<file path="config.mk">
export PLATFORM = sky130hd
export DESIGN_NAME = oen_notifier
export DESIGN_NICKNAME = d
export VERILOG_FILES = /design/src/hw/oen_hold_timer.v /design/src/hw/oen_notifier.v
export VERILOG_INCLUDE_DIRS = /design/src /design/src/common
export SDC_FILE = /design/constraint.sdc
export NUM_CORES = 1
export LEC_CHECK = 0
export ABC_CLOCK_PERIOD_IN_PS = 11000
export BUFFER_PORTS_ARGS = -buffer_cell sky130_fd_sc_hd__buf_2
export CAP_MARGIN = 20
export CORE_MARGIN = 2
export CORE_UTILIZATION = 50
export CTS_BUF_LIST = sky130_fd_sc_hd__clkbuf_8
export DETAILED_ROUTE_END_ITERATION = 8
export HOLD_SLACK_MARGIN = 0.05
export PLACE_DENSITY = 0.8
export SYNTH_ARGS = -nofsm -noshare
export SYNTH_HDL_FRONTEND = slang
export SYNTH_SLANG_ARGS = --single-unit
</file>
<file path="constraint.sdc">
create_clock -name clock_in -period 11 [get_ports clock_in]
set_input_delay 0.55 -clock clock_in [delete_from_list [all_inputs] [get_ports clock_in]]
set_output_delay 0.55 -clock clock_in [all_outputs]
set_load 0.1 [all_outputs]
</file>
<file path="src/common/oen_regs.vh">
/*
 * offsets, field positions, reset values and timing counts of the
 * occupancy event notifier. assumes byte addressing, 32-bit words.
 */
`ifndef OEN_REGS_VH
`define OEN_REGS_VH

// ----------------------------------------
// register offsets
// ----------------------------------------
`define OEN_ADDR_W 8
`define OEN_OFS_CTRL 8'h00
`define OEN_OFS_HOLD 8'h04
`define OEN_OFS_THOLD 8'h08
`define OEN_OFS_STATUS 8'h0C
`define OEN_OFS_IRQ_EN 8'h10
`define OEN_OFS_IRQ_CLR 8'h14
`define OEN_OFS_STATE 8'h18
`define OEN_OFS_INFO 8'h1C
`define OEN_OFS_IDENT 8'h20
`define OEN_OFS_CMD 8'h24

// ----------------------------------------
// fields and reset values
// ----------------------------------------
`define OEN_CTRL_ENABLE 0
`define OEN_CTRL_MOVE_SENSOR 1
`define OEN_CTRL_RESET 2'h3
`define OEN_HOLD_RESET 16'h0BB8
`define OEN_THOLD_RESET 8'h03
`define OEN_EV_MOVE 0
`define OEN_EV_NO_MOVE 1
`define OEN_EV_OCCUPIED 2
`define OEN_EV_VACANT 3
`define OEN_EV_TYPE 4
`define OEN_EV_N 5
`define OEN_INFO_W 10
`define OEN_INFO_TYPE_BIT 3
`define OEN_OCC_VACANT 2'h0
`define OEN_OCC_OCCUPIED 2'h1
`define OEN_OCC_STILL 2'h2
`define OEN_INST_TYPE 5'h03
`define OEN_INST_NUM 8'h00
`define OEN_INST_RES 4'h2

// ----------------------------------------
// timing
// ----------------------------------------
`define OEN_CLK_NS 25
`define OEN_MS_NS 1000000
`define OEN_MS_CYCLES (`OEN_MS_NS / `OEN_CLK_NS)
`define OEN_THOLD_INCR_MS 10000
`define OEN_MS_W 24

`endif

</file>
<file path="src/hw/oen_hold_timer.v">
/*
 * millisecond down counter for the combined hold and extension time.
 * assumes restart and duration come from logic on the same clock.
 */
`timescale 1ns/10ps
`include "oen_regs.vh"

module oen_hold_timer #(
  parameter MS_CYCLES = `OEN_MS_CYCLES
) (
  // clock and reset
  input wire clock_in,
  input wire nrst_in,
  // control
  input wire restart_in,
  input wire [`OEN_MS_W-1:0] duration_in,
  // result
  output reg expire_out,
  output reg busy_out
);

  // ----------------------------------------
  // prescaler and millisecond count
  // ----------------------------------------
  reg [31:0] pre;
  reg [`OEN_MS_W-1:0] left;
  wire tick;

  assign tick = (pre == MS_CYCLES - 1);

  // restart also clears the prescaler so the delay is exact
  always @(posedge clock_in or negedge nrst_in) begin
    if (!nrst_in) begin
      pre <= 32'h0;
      left <= {`OEN_MS_W{1'b0}};
      busy_out <= 1'b0;
      expire_out <= 1'b0;
    end else begin
      expire_out <= 1'b0;
      if (restart_in) begin
        pre <= 32'h0;
        left <= duration_in;
        busy_out <= 1'b1;
      end else if (busy_out) begin
        if (tick) begin
          pre <= 32'h0;
          if (left == {`OEN_MS_W{1'b0}}) begin
            busy_out <= 1'b0;
            expire_out <= 1'b1;
          end else begin
            left <= left - 1'b1;
          end
        end else begin
          pre <= pre + 32'h1;
        end
      end
    end
  end

endmodule // oen_hold_timer

</file>
<file path="src/hw/oen_notifier.v">
/*
 * occupancy event notifier: one occupancy input instance that turns a
 * movement detect pin into input notification events, with a register
 * port, hold timer and interrupt.
 * assumes a frame transmitter on the same clock takes the event word
 * on valid and ready; bit timing and framing are outside this block.
 */
// Our own choices: the register addresses and the address-and-strobe port.
`timescale 1ns/10ps
`include "oen_regs.vh"

module oen_notifier #(
  parameter MS_CYCLES = `OEN_MS_CYCLES
) (
  // clock and reset
  input wire clock_in,
  input wire nrst_in,
  // sensor pin
  input wire detect_in,
  // register port
  input wire [`OEN_ADDR_W-1:0] addr_in,
  input wire [31:0] wdata_in,
  input wire wr_in,
  input wire rd_in,
  output reg [31:0] rdata_out,
  // event towards frame transmitter
  output reg event_valid_out,
  output reg [`OEN_INFO_W-1:0] event_info_out,
  output reg [7:0] event_inst_out,
  input wire event_ready_in,
  // interrupt
  output reg irq_out
);

  // ----------------------------------------
  // decode helper
  // ----------------------------------------
  function hit;
    input [`OEN_ADDR_W-1:0] a;
    input [`OEN_ADDR_W-1:0] ofs;
    begin
      hit = (a == ofs);
    end
  endfunction

  // lowest pending event goes first
  function [2:0] pick;
    input [`OEN_EV_N-1:0] p;
    integer i;
    begin
      pick = 3'h0;
      for (i = `OEN_EV_N - 1; i >= 0; i = i - 1) begin
        if (p[i]) begin
          pick = i[2:0];
        end
      end
    end
  endfunction

  // ----------------------------------------
  // declarations
  // ----------------------------------------
  reg det_s1;
  reg det_s2;
  reg det_q;
  reg [1:0] ctrl;
  reg [15:0] hold_ms;
  reg [7:0] thold;
  reg [`OEN_EV_N-1:0] status;
  reg [`OEN_EV_N-1:0] irq_en;
  reg [`OEN_EV_N-1:0] pend;
  reg [`OEN_INFO_W-1:0] last_info;
  reg occupied;
  reg [`OEN_EV_N-1:0] next_pend;
  reg [`OEN_EV_N-1:0] ev;
  reg [`OEN_INFO_W-1:0] next_info;
  wire det_rise;
  wire det_fall;
  wire enabled;
  wire type_bit;
  wire restart;
  wire expire;
  wire busy;
  wire [`OEN_MS_W-1:0] duration;
  wire [`OEN_MS_W-1:0] ext_ms;
  wire sent;
  wire [2:0] sel;
  wire [31:0] ext_full;
  reg [2:0] cur;

  // ----------------------------------------
  // detect pin synchroniser
  // ----------------------------------------
  always @(posedge clock_in or negedge nrst_in) begin
    if (!nrst_in) begin
      det_s1 <= 1'b0;
      det_s2 <= 1'b0;
      det_q <= 1'b0;
    end else begin
      det_s1 <= detect_in;
      det_s2 <= det_s1;
      det_q <= det_s2;
    end
  end

  assign det_rise = det_s2 & ~det_q;
  assign det_fall = ~det_s2 & det_q;
  assign enabled = ctrl[`OEN_CTRL_ENABLE];
  assign type_bit = ctrl[`OEN_CTRL_MOVE_SENSOR];

  // ----------------------------------------
  // hold plus extension timer
  // ----------------------------------------
  // product is at most 2550000 ms, fits the 24-bit count
  assign ext_full = thold * `OEN_THOLD_INCR_MS;
  assign ext_ms = ext_full[`OEN_MS_W-1:0];
  assign duration = ext_ms + {8'h00, hold_ms};

  // held in restart while the pin is high, so timing runs
  // from the last detection
  assign restart = det_s2 & enabled;

  oen_hold_timer #(
    .MS_CYCLES(MS_CYCLES)
  ) u_timer (
    .clock_in(clock_in),
    .nrst_in(nrst_in),
    .restart_in(restart),
    .duration_in(duration),
    .expire_out(expire),
    .busy_out(busy)
  );

  // ----------------------------------------
  // event detection
  // ----------------------------------------
  wire cmd_type;
  assign cmd_type = wr_in & hit(addr_in, `OEN_OFS_CMD) & wdata_in[0];

  always @* begin
    ev = {`OEN_EV_N{1'b0}};
    if (enabled) begin
      ev[`OEN_EV_MOVE] = det_rise;
      ev[`OEN_EV_NO_MOVE] = det_fall;
      ev[`OEN_EV_OCCUPIED] = det_rise & ~occupied;
      ev[`OEN_EV_VACANT] = expire & occupied;
      ev[`OEN_EV_TYPE] = cmd_type;
    end
  end

  // a single vacant per interval: the flag drops with it
  always @(posedge clock_in or negedge nrst_in) begin
    if (!nrst_in) begin
      occupied <= 1'b0;
    end else if (!enabled) begin
      occupied <= 1'b0;
    end else if (det_rise) begin
      occupied <= 1'b1;
    end else if (expire) begin
      occupied <= 1'b0;
    end
  end

  // ----------------------------------------
  // event word and hand-off
  // ----------------------------------------
  assign sent = event_valid_out & event_ready_in;
  assign sel = pick(pend);

  // repeated events of one kind merge while still pending
  always @* begin
    next_pend = pend | ev;
    // clear the word actually in flight, not whatever ranks lowest now
    if (sent) begin
      next_pend = (pend & ~({{(`OEN_EV_N-1){1'b0}}, 1'b1} << cur)) | ev;
    end
    if (!enabled) begin
      next_pend = {`OEN_EV_N{1'b0}};
    end
  end

  always @* begin
    next_info = {`OEN_INFO_W{1'b0}};
    case (sel)
      `OEN_EV_MOVE: begin
        next_info[0] = 1'b1;
      end
      `OEN_EV_NO_MOVE: begin
        next_info[0] = 1'b0;
      end
      `OEN_EV_OCCUPIED: begin
        next_info[2:1] = `OEN_OCC_OCCUPIED;
        next_info[`OEN_INFO_TYPE_BIT] = type_bit;
      end
      `OEN_EV_VACANT: begin
        next_info[2:1] = `OEN_OCC_VACANT;
        next_info[`OEN_INFO_TYPE_BIT] = type_bit;
      end
      `OEN_EV_TYPE: begin
        next_info[0] = type_bit;
      end
      default: begin
        next_info = {`OEN_INFO_W{1'b0}};
      end
    endcase
  end

  // word stays stable until taken, then next pending loads
  always @(posedge clock_in or negedge nrst_in) begin
    if (!nrst_in) begin
      pend <= {`OEN_EV_N{1'b0}};
      event_valid_out <= 1'b0;
      event_info_out <= {`OEN_INFO_W{1'b0}};
      event_inst_out <= 8'h00;
      last_info <= {`OEN_INFO_W{1'b0}};
      cur <= 3'h0;
    end else begin
      pend <= next_pend;
      if (!enabled || sent) begin
        event_valid_out <= 1'b0;
      end else if (!event_valid_out) begin
        event_valid_out <= |pend;
        event_info_out <= next_info;
        event_inst_out <= `OEN_INST_NUM;
        cur <= sel;
      end
      if (sent) begin
        last_info <= event_info_out;
      end
    end
  end

  // ----------------------------------------
  // status, enables and interrupt
  // ----------------------------------------
  wire clr_wr;
  reg [`OEN_EV_N-1:0] clr_mask;
  assign clr_wr = wr_in & hit(addr_in, `OEN_OFS_IRQ_CLR);

  always @* begin
    clr_mask = {`OEN_EV_N{1'b0}};
    if (clr_wr) begin
      clr_mask = wdata_in[`OEN_EV_N-1:0];
    end
  end

  // a new event in the clearing cycle keeps its bit
  always @(posedge clock_in or negedge nrst_in) begin
    if (!nrst_in) begin
      status <= {`OEN_EV_N{1'b0}};
      irq_out <= 1'b0;
    end else begin
      status <= (status & ~clr_mask) | ev;
      irq_out <= |(((status & ~clr_mask) | ev) & irq_en);
    end
  end

  // ----------------------------------------
  // register writes
  // ----------------------------------------
  always @(posedge clock_in or negedge nrst_in) begin
    if (!nrst_in) begin
      ctrl <= `OEN_CTRL_RESET;
      hold_ms <= `OEN_HOLD_RESET;
      thold <= `OEN_THOLD_RESET;
      irq_en <= {`OEN_EV_N{1'b0}};
    end else if (wr_in) begin
      if (hit(addr_in, `OEN_OFS_CTRL)) begin
        ctrl <= wdata_in[1:0];
      end
      if (hit(addr_in, `OEN_OFS_HOLD)) begin
        hold_ms <= wdata_in[15:0];
      end
      if (hit(addr_in, `OEN_OFS_THOLD)) begin
        thold <= wdata_in[7:0];
      end
      if (hit(addr_in, `OEN_OFS_IRQ_EN)) begin
        irq_en <= wdata_in[`OEN_EV_N-1:0];
      end
    end
  end

  // ----------------------------------------
  // register reads
  // ----------------------------------------
  reg [31:0] next_rdata;

  always @* begin
    next_rdata = 32'h0;
    if (rd_in) begin
      case (addr_in)
        `OEN_OFS_CTRL: begin
          next_rdata[1:0] = ctrl;
        end
        `OEN_OFS_HOLD: begin
          next_rdata[15:0] = hold_ms;
        end
        `OEN_OFS_THOLD: begin
          next_rdata[7:0] = thold;
        end
        `OEN_OFS_STATUS: begin
          next_rdata[`OEN_EV_N-1:0] = status;
        end
        `OEN_OFS_IRQ_EN: begin
          next_rdata[`OEN_EV_N-1:0] = irq_en;
        end
        `OEN_OFS_STATE: begin
          next_rdata[0] = occupied;
          next_rdata[1] = busy;
          next_rdata[2] = det_q;
          next_rdata[3] = |pend;
        end
        `OEN_OFS_INFO: begin
          next_rdata[`OEN_INFO_W-1:0] = last_info;
        end
        `OEN_OFS_IDENT: begin
          next_rdata[4:0] = `OEN_INST_TYPE;
          next_rdata[15:8] = `OEN_INST_NUM;
          next_rdata[19:16] = `OEN_INST_RES;
        end
        default: begin
          next_rdata = 32'h0;
        end
      endcase
    end
  end

  // data stand one cycle only, zero otherwise
  always @(posedge clock_in or negedge nrst_in) begin
    if (!nrst_in) begin
      rdata_out <= 32'h0;
    end else begin
      rdata_out <= next_rdata;
    end
  end

endmodule // oen_notifier

</file>
==> results.py <==
metrics = {
    "synthesis": {
        "syn_avg_cell_area_um2": 9.82,
        "synth_flop_cell": "dfrtp_1",
        "synth_simple_gate_area_frac": 0.187,
        "netlist_instances": 830,
        "yosys.area.top_type_share": 0.368,
        "yosysUniqueCellTypes": 68,
        "synth-adder-area-share": 0.115,
        "syn_area_mm2": 0.00815,
        "synth.area.top_cells": "dfrtp_1 (37%), ha_1 (8.3%), mux2_2 (5.0%), dfstp_2 (3.5%), nand2_1 (3.5%)",
        "ys_warn_count": 0,
        "synth_compound_area_frac": 0.119,
        "synth_top_family_by_area": "simple AND/OR/NAND/NOR gates",
        "yosys.area.top_type": "dfrtp_1",
        "yosys-mux-area-fraction": 0.0608,
        "async_flop_share": 1.00,
        "ys_seq_area_frac": 0.404,
        "synth_edf_count": 0,
        "yosysMostFrequentCell": "dfrtp_1",
        "synth_seq_cells": 131,
        "synth_commonest_cells": "dfrtp_1 (120), nand2_1 (77), nor2_1 (58), ha_1 (54), o21ai_0 (48)",
        "synth-xor-area-share": 0.0591,
    },
    "placed_design": {
        "placedCellCount": 1080,
        "post-place-ws_ns": 6.07,
        "place.port_buffers": 51,
        "dp_hpwl_um": 12500,
        "place.gp.congestion": 0.886,
    },
    "sta": {
        "setup_viol": 0,
        "fmax_mhz": 197,
        "drv_slew": 0,
        "relSlewSlack": 0.365,
        "layout_setup_ws_ns": 5.93,
        "fin_skew_ns": 0.0124,
        "grt_setup_unrepaired": "no",
        "hold_ws_ns": 0.0583,
        "min_period_ns": 5.07,
        "worst_pin_slew_ns": 0.952,
        "hold_viol_final": 0,
        "post-route-period-util": 0.461,
        "tns_ns": 0,
    },
    "flow_run": {
        "maxCapViolCount": 0,
    },
    "final_layout": {
        "layout.cells.non_filler": 1112,
        "final-seq-area_mm2": 0.00329,
        "diodes": 0,
        "fill_cells": 1397,
        "drive_above_1_share": 0.166,
        "multi_input_area_mm2": 0.00452,
        "finalNetCount": 996,
        "syn2layout_area_growth_pct": 10.1,
    },
    "power": {
        "p_leak_nw": 4.45,
        "pwr_density_cell_mw_per_mm2": 150,
        "ir_drop_uv": 103,
    },
    "clock_tree": {
        "cts_buffers": 17,
        "clockRootBuffer": "clkbuf_8",
        "clockBufferDepth": 2,
        "cts_setup_buffers": 0,
        "cts.sinks": 131,
        "clk_pin_slew_ns": 0.08,
        "cts-htree-levels": 4,
        "cts_tree": "yes",
        "holdBufCountCts": 0,
        "clk_latency_ns": 0.46,
        "post_cts_resized": 0,
    },
    "route": {
        "route.detailed.drc": 0,
        "vias": 6221,
        "drt_wl_total_um": 17600,
        "vias_per_cell": 5.59,
        "firstDrtPassIters": 5,
        "drt-wirelength-per-cell_um": 15.8,
        "drtAntennaViolNets": 0,
        "initialDrtViolationCount": 553,
    },
    "floorplan": {
        "std_cell_rows": 46,
        "die_w_um": 132,
        "fp.dieH_um": 132,
        "die_area_mm2": 0.0173,
        "core_area_mm2": 0.0159,
        "initial_utilization": 0.513,
        "ios": 98,
    },
    "critical_path": {
        "crit_path_end_kind": "flop",
        "crit_start": "thold[3]",
        "start_kind": "flop",
        "rr_startpoint": "thold[3]",
        "worstPathArrival_ns": 5.36,
        "worstPathRequired_ns": 11.30,
        "cp_max_fo": 7,
        "critPathKind": "flop to flop",
    },
    "hold_path": {
        "holdCritPathClass": "input pin to asynchronous set/reset pin",
    },
    "global_routing": {
        "grt.overflow.total": 0,
        "grt_pass1_vias": 6114,
        "grt_max_degree": 75,
        "grt_first_pass_wirelength_um": 29500,
        "antenna_found_initial": 0,
        "grt_usage": 0.209,
    },
    "status": {
        "status": "finished clean",
    },
}
layer usage:
metal | vias to the layer above | wire length, um | global-route usage
li1 | 3005 | - | -
met1 | 3019 | 7880 | 0.280
met2 | 171 | 8580 | 0.325
met3 | 26 | 817 | 0.0421
met4 | 0 | 334 | 0.0972
met5 | - | 0 | 0
flip-flops by register name, summed over array words and instances, names as in the netlist, 2 cells and up:
| signal | count |
|---|---|
| u_timer.pre | 32 |
| u_timer.left | 24 |
| rdata_out | 17 |
| hold_ms | 16 |
| thold | 8 |
| irq_en | 5 |
| pend | 5 |
| status | 5 |
| cur | 3 |
| event_info_out | 3 |
| last_info | 3 |
| ctrl | 2 |
worst paths after layout:
kind                                          to  slack, ns  cells after the start
worst max-delay path            u_timer.left[21]       5.93                     18
worst min-delay path                 hold_ms[14]       0.06                      1
worst max register to register  u_timer.left[21]       5.93                     18
worst min register to register            det_s2       0.37                      0
max in group asynchronous           rdata_out[4]       9.62                      2
min in group clock_in                     det_s1       0.20                      1
kinds of logic (layout without fill, tap and decap cells):
| group | Yosys count | in the layout |
|---|---|---|
| adder cells (fa/ha/maj) | 67 | 67 |
| XOR/XNOR | 55 | 55 |
| buffers and inverters | 89 | 126 |
| other | 1 | 30 |
| AND/OR/NAND/NOR | 288 | 288 |
| flip-flops | 131 | 131 |
| AO/OA/AOI/OAI | 154 | 154 |
| multiplexers | 45 | 45 |
report_power, final:
group          leakage (nW)  switching, W  total [W]  internal (W)
combinational          2.47      0.000209   0.000311      0.000102
sequential             1.74     0.0000469   0.000567      0.000520
clock                 0.232      0.000199   0.000465      0.000267
layout make-up:
cell class,instances,area share
multi-input combinational,639,0.504
inverter,39,0.0163
clock buffer,20,0.0307
clock inverter,12,0.0197
sequential,131,0.367
tap,216,0.0301
timing repair buffer,55,0.0325
stage by stage:
step | utilization | power (W) | instance area, um^2
3_3_place_gp | 0.536 | 0.000872 | 8520
3_5_place_dp | 0.536 | 0.000883 | 8520
6_report | 0.565 | 0.00134 | 8970
2_1_floorplan | - | 0.000815 | 8260
5_1_grt | 0.565 | 0.00141 | 8970
4_1_cts | 0.565 | 0.00135 | 8970
layout by cell type (no fill, tap or decap), types with 23 or more instances in the layout:
cell,n
mux2_2,36
ha_1,54
nand3_1,23
buf_2,50
nand2_1,77
inv_1,40
nor2_1,58
xor2_1,31
xnor2_1,24
o21ai_0,48
dfrtp_1,120
conb_1,30
a21oi_1,37
worst max-delay path, cell delays in order (launching register included):
cell and delay (ns):
dfrtp_1 0.63, ha_1 0.33, ha_1 0.28, inv_1 0.05, fa_1 0.49, fa_1 0.61
inv_1 0.06, ha_1 0.31, a21o_1 0.17, a21oi_1 0.17, xnor2_1 0.09, ha_1 0.33
nand3_1 0.10, a211oi_1 0.30, nor2_1 0.10, o21ai_0 0.28, nor3b_1 0.34, xnor2_1 0.16
mux2i_1 0.09
(Power assumes the default switching activity.)
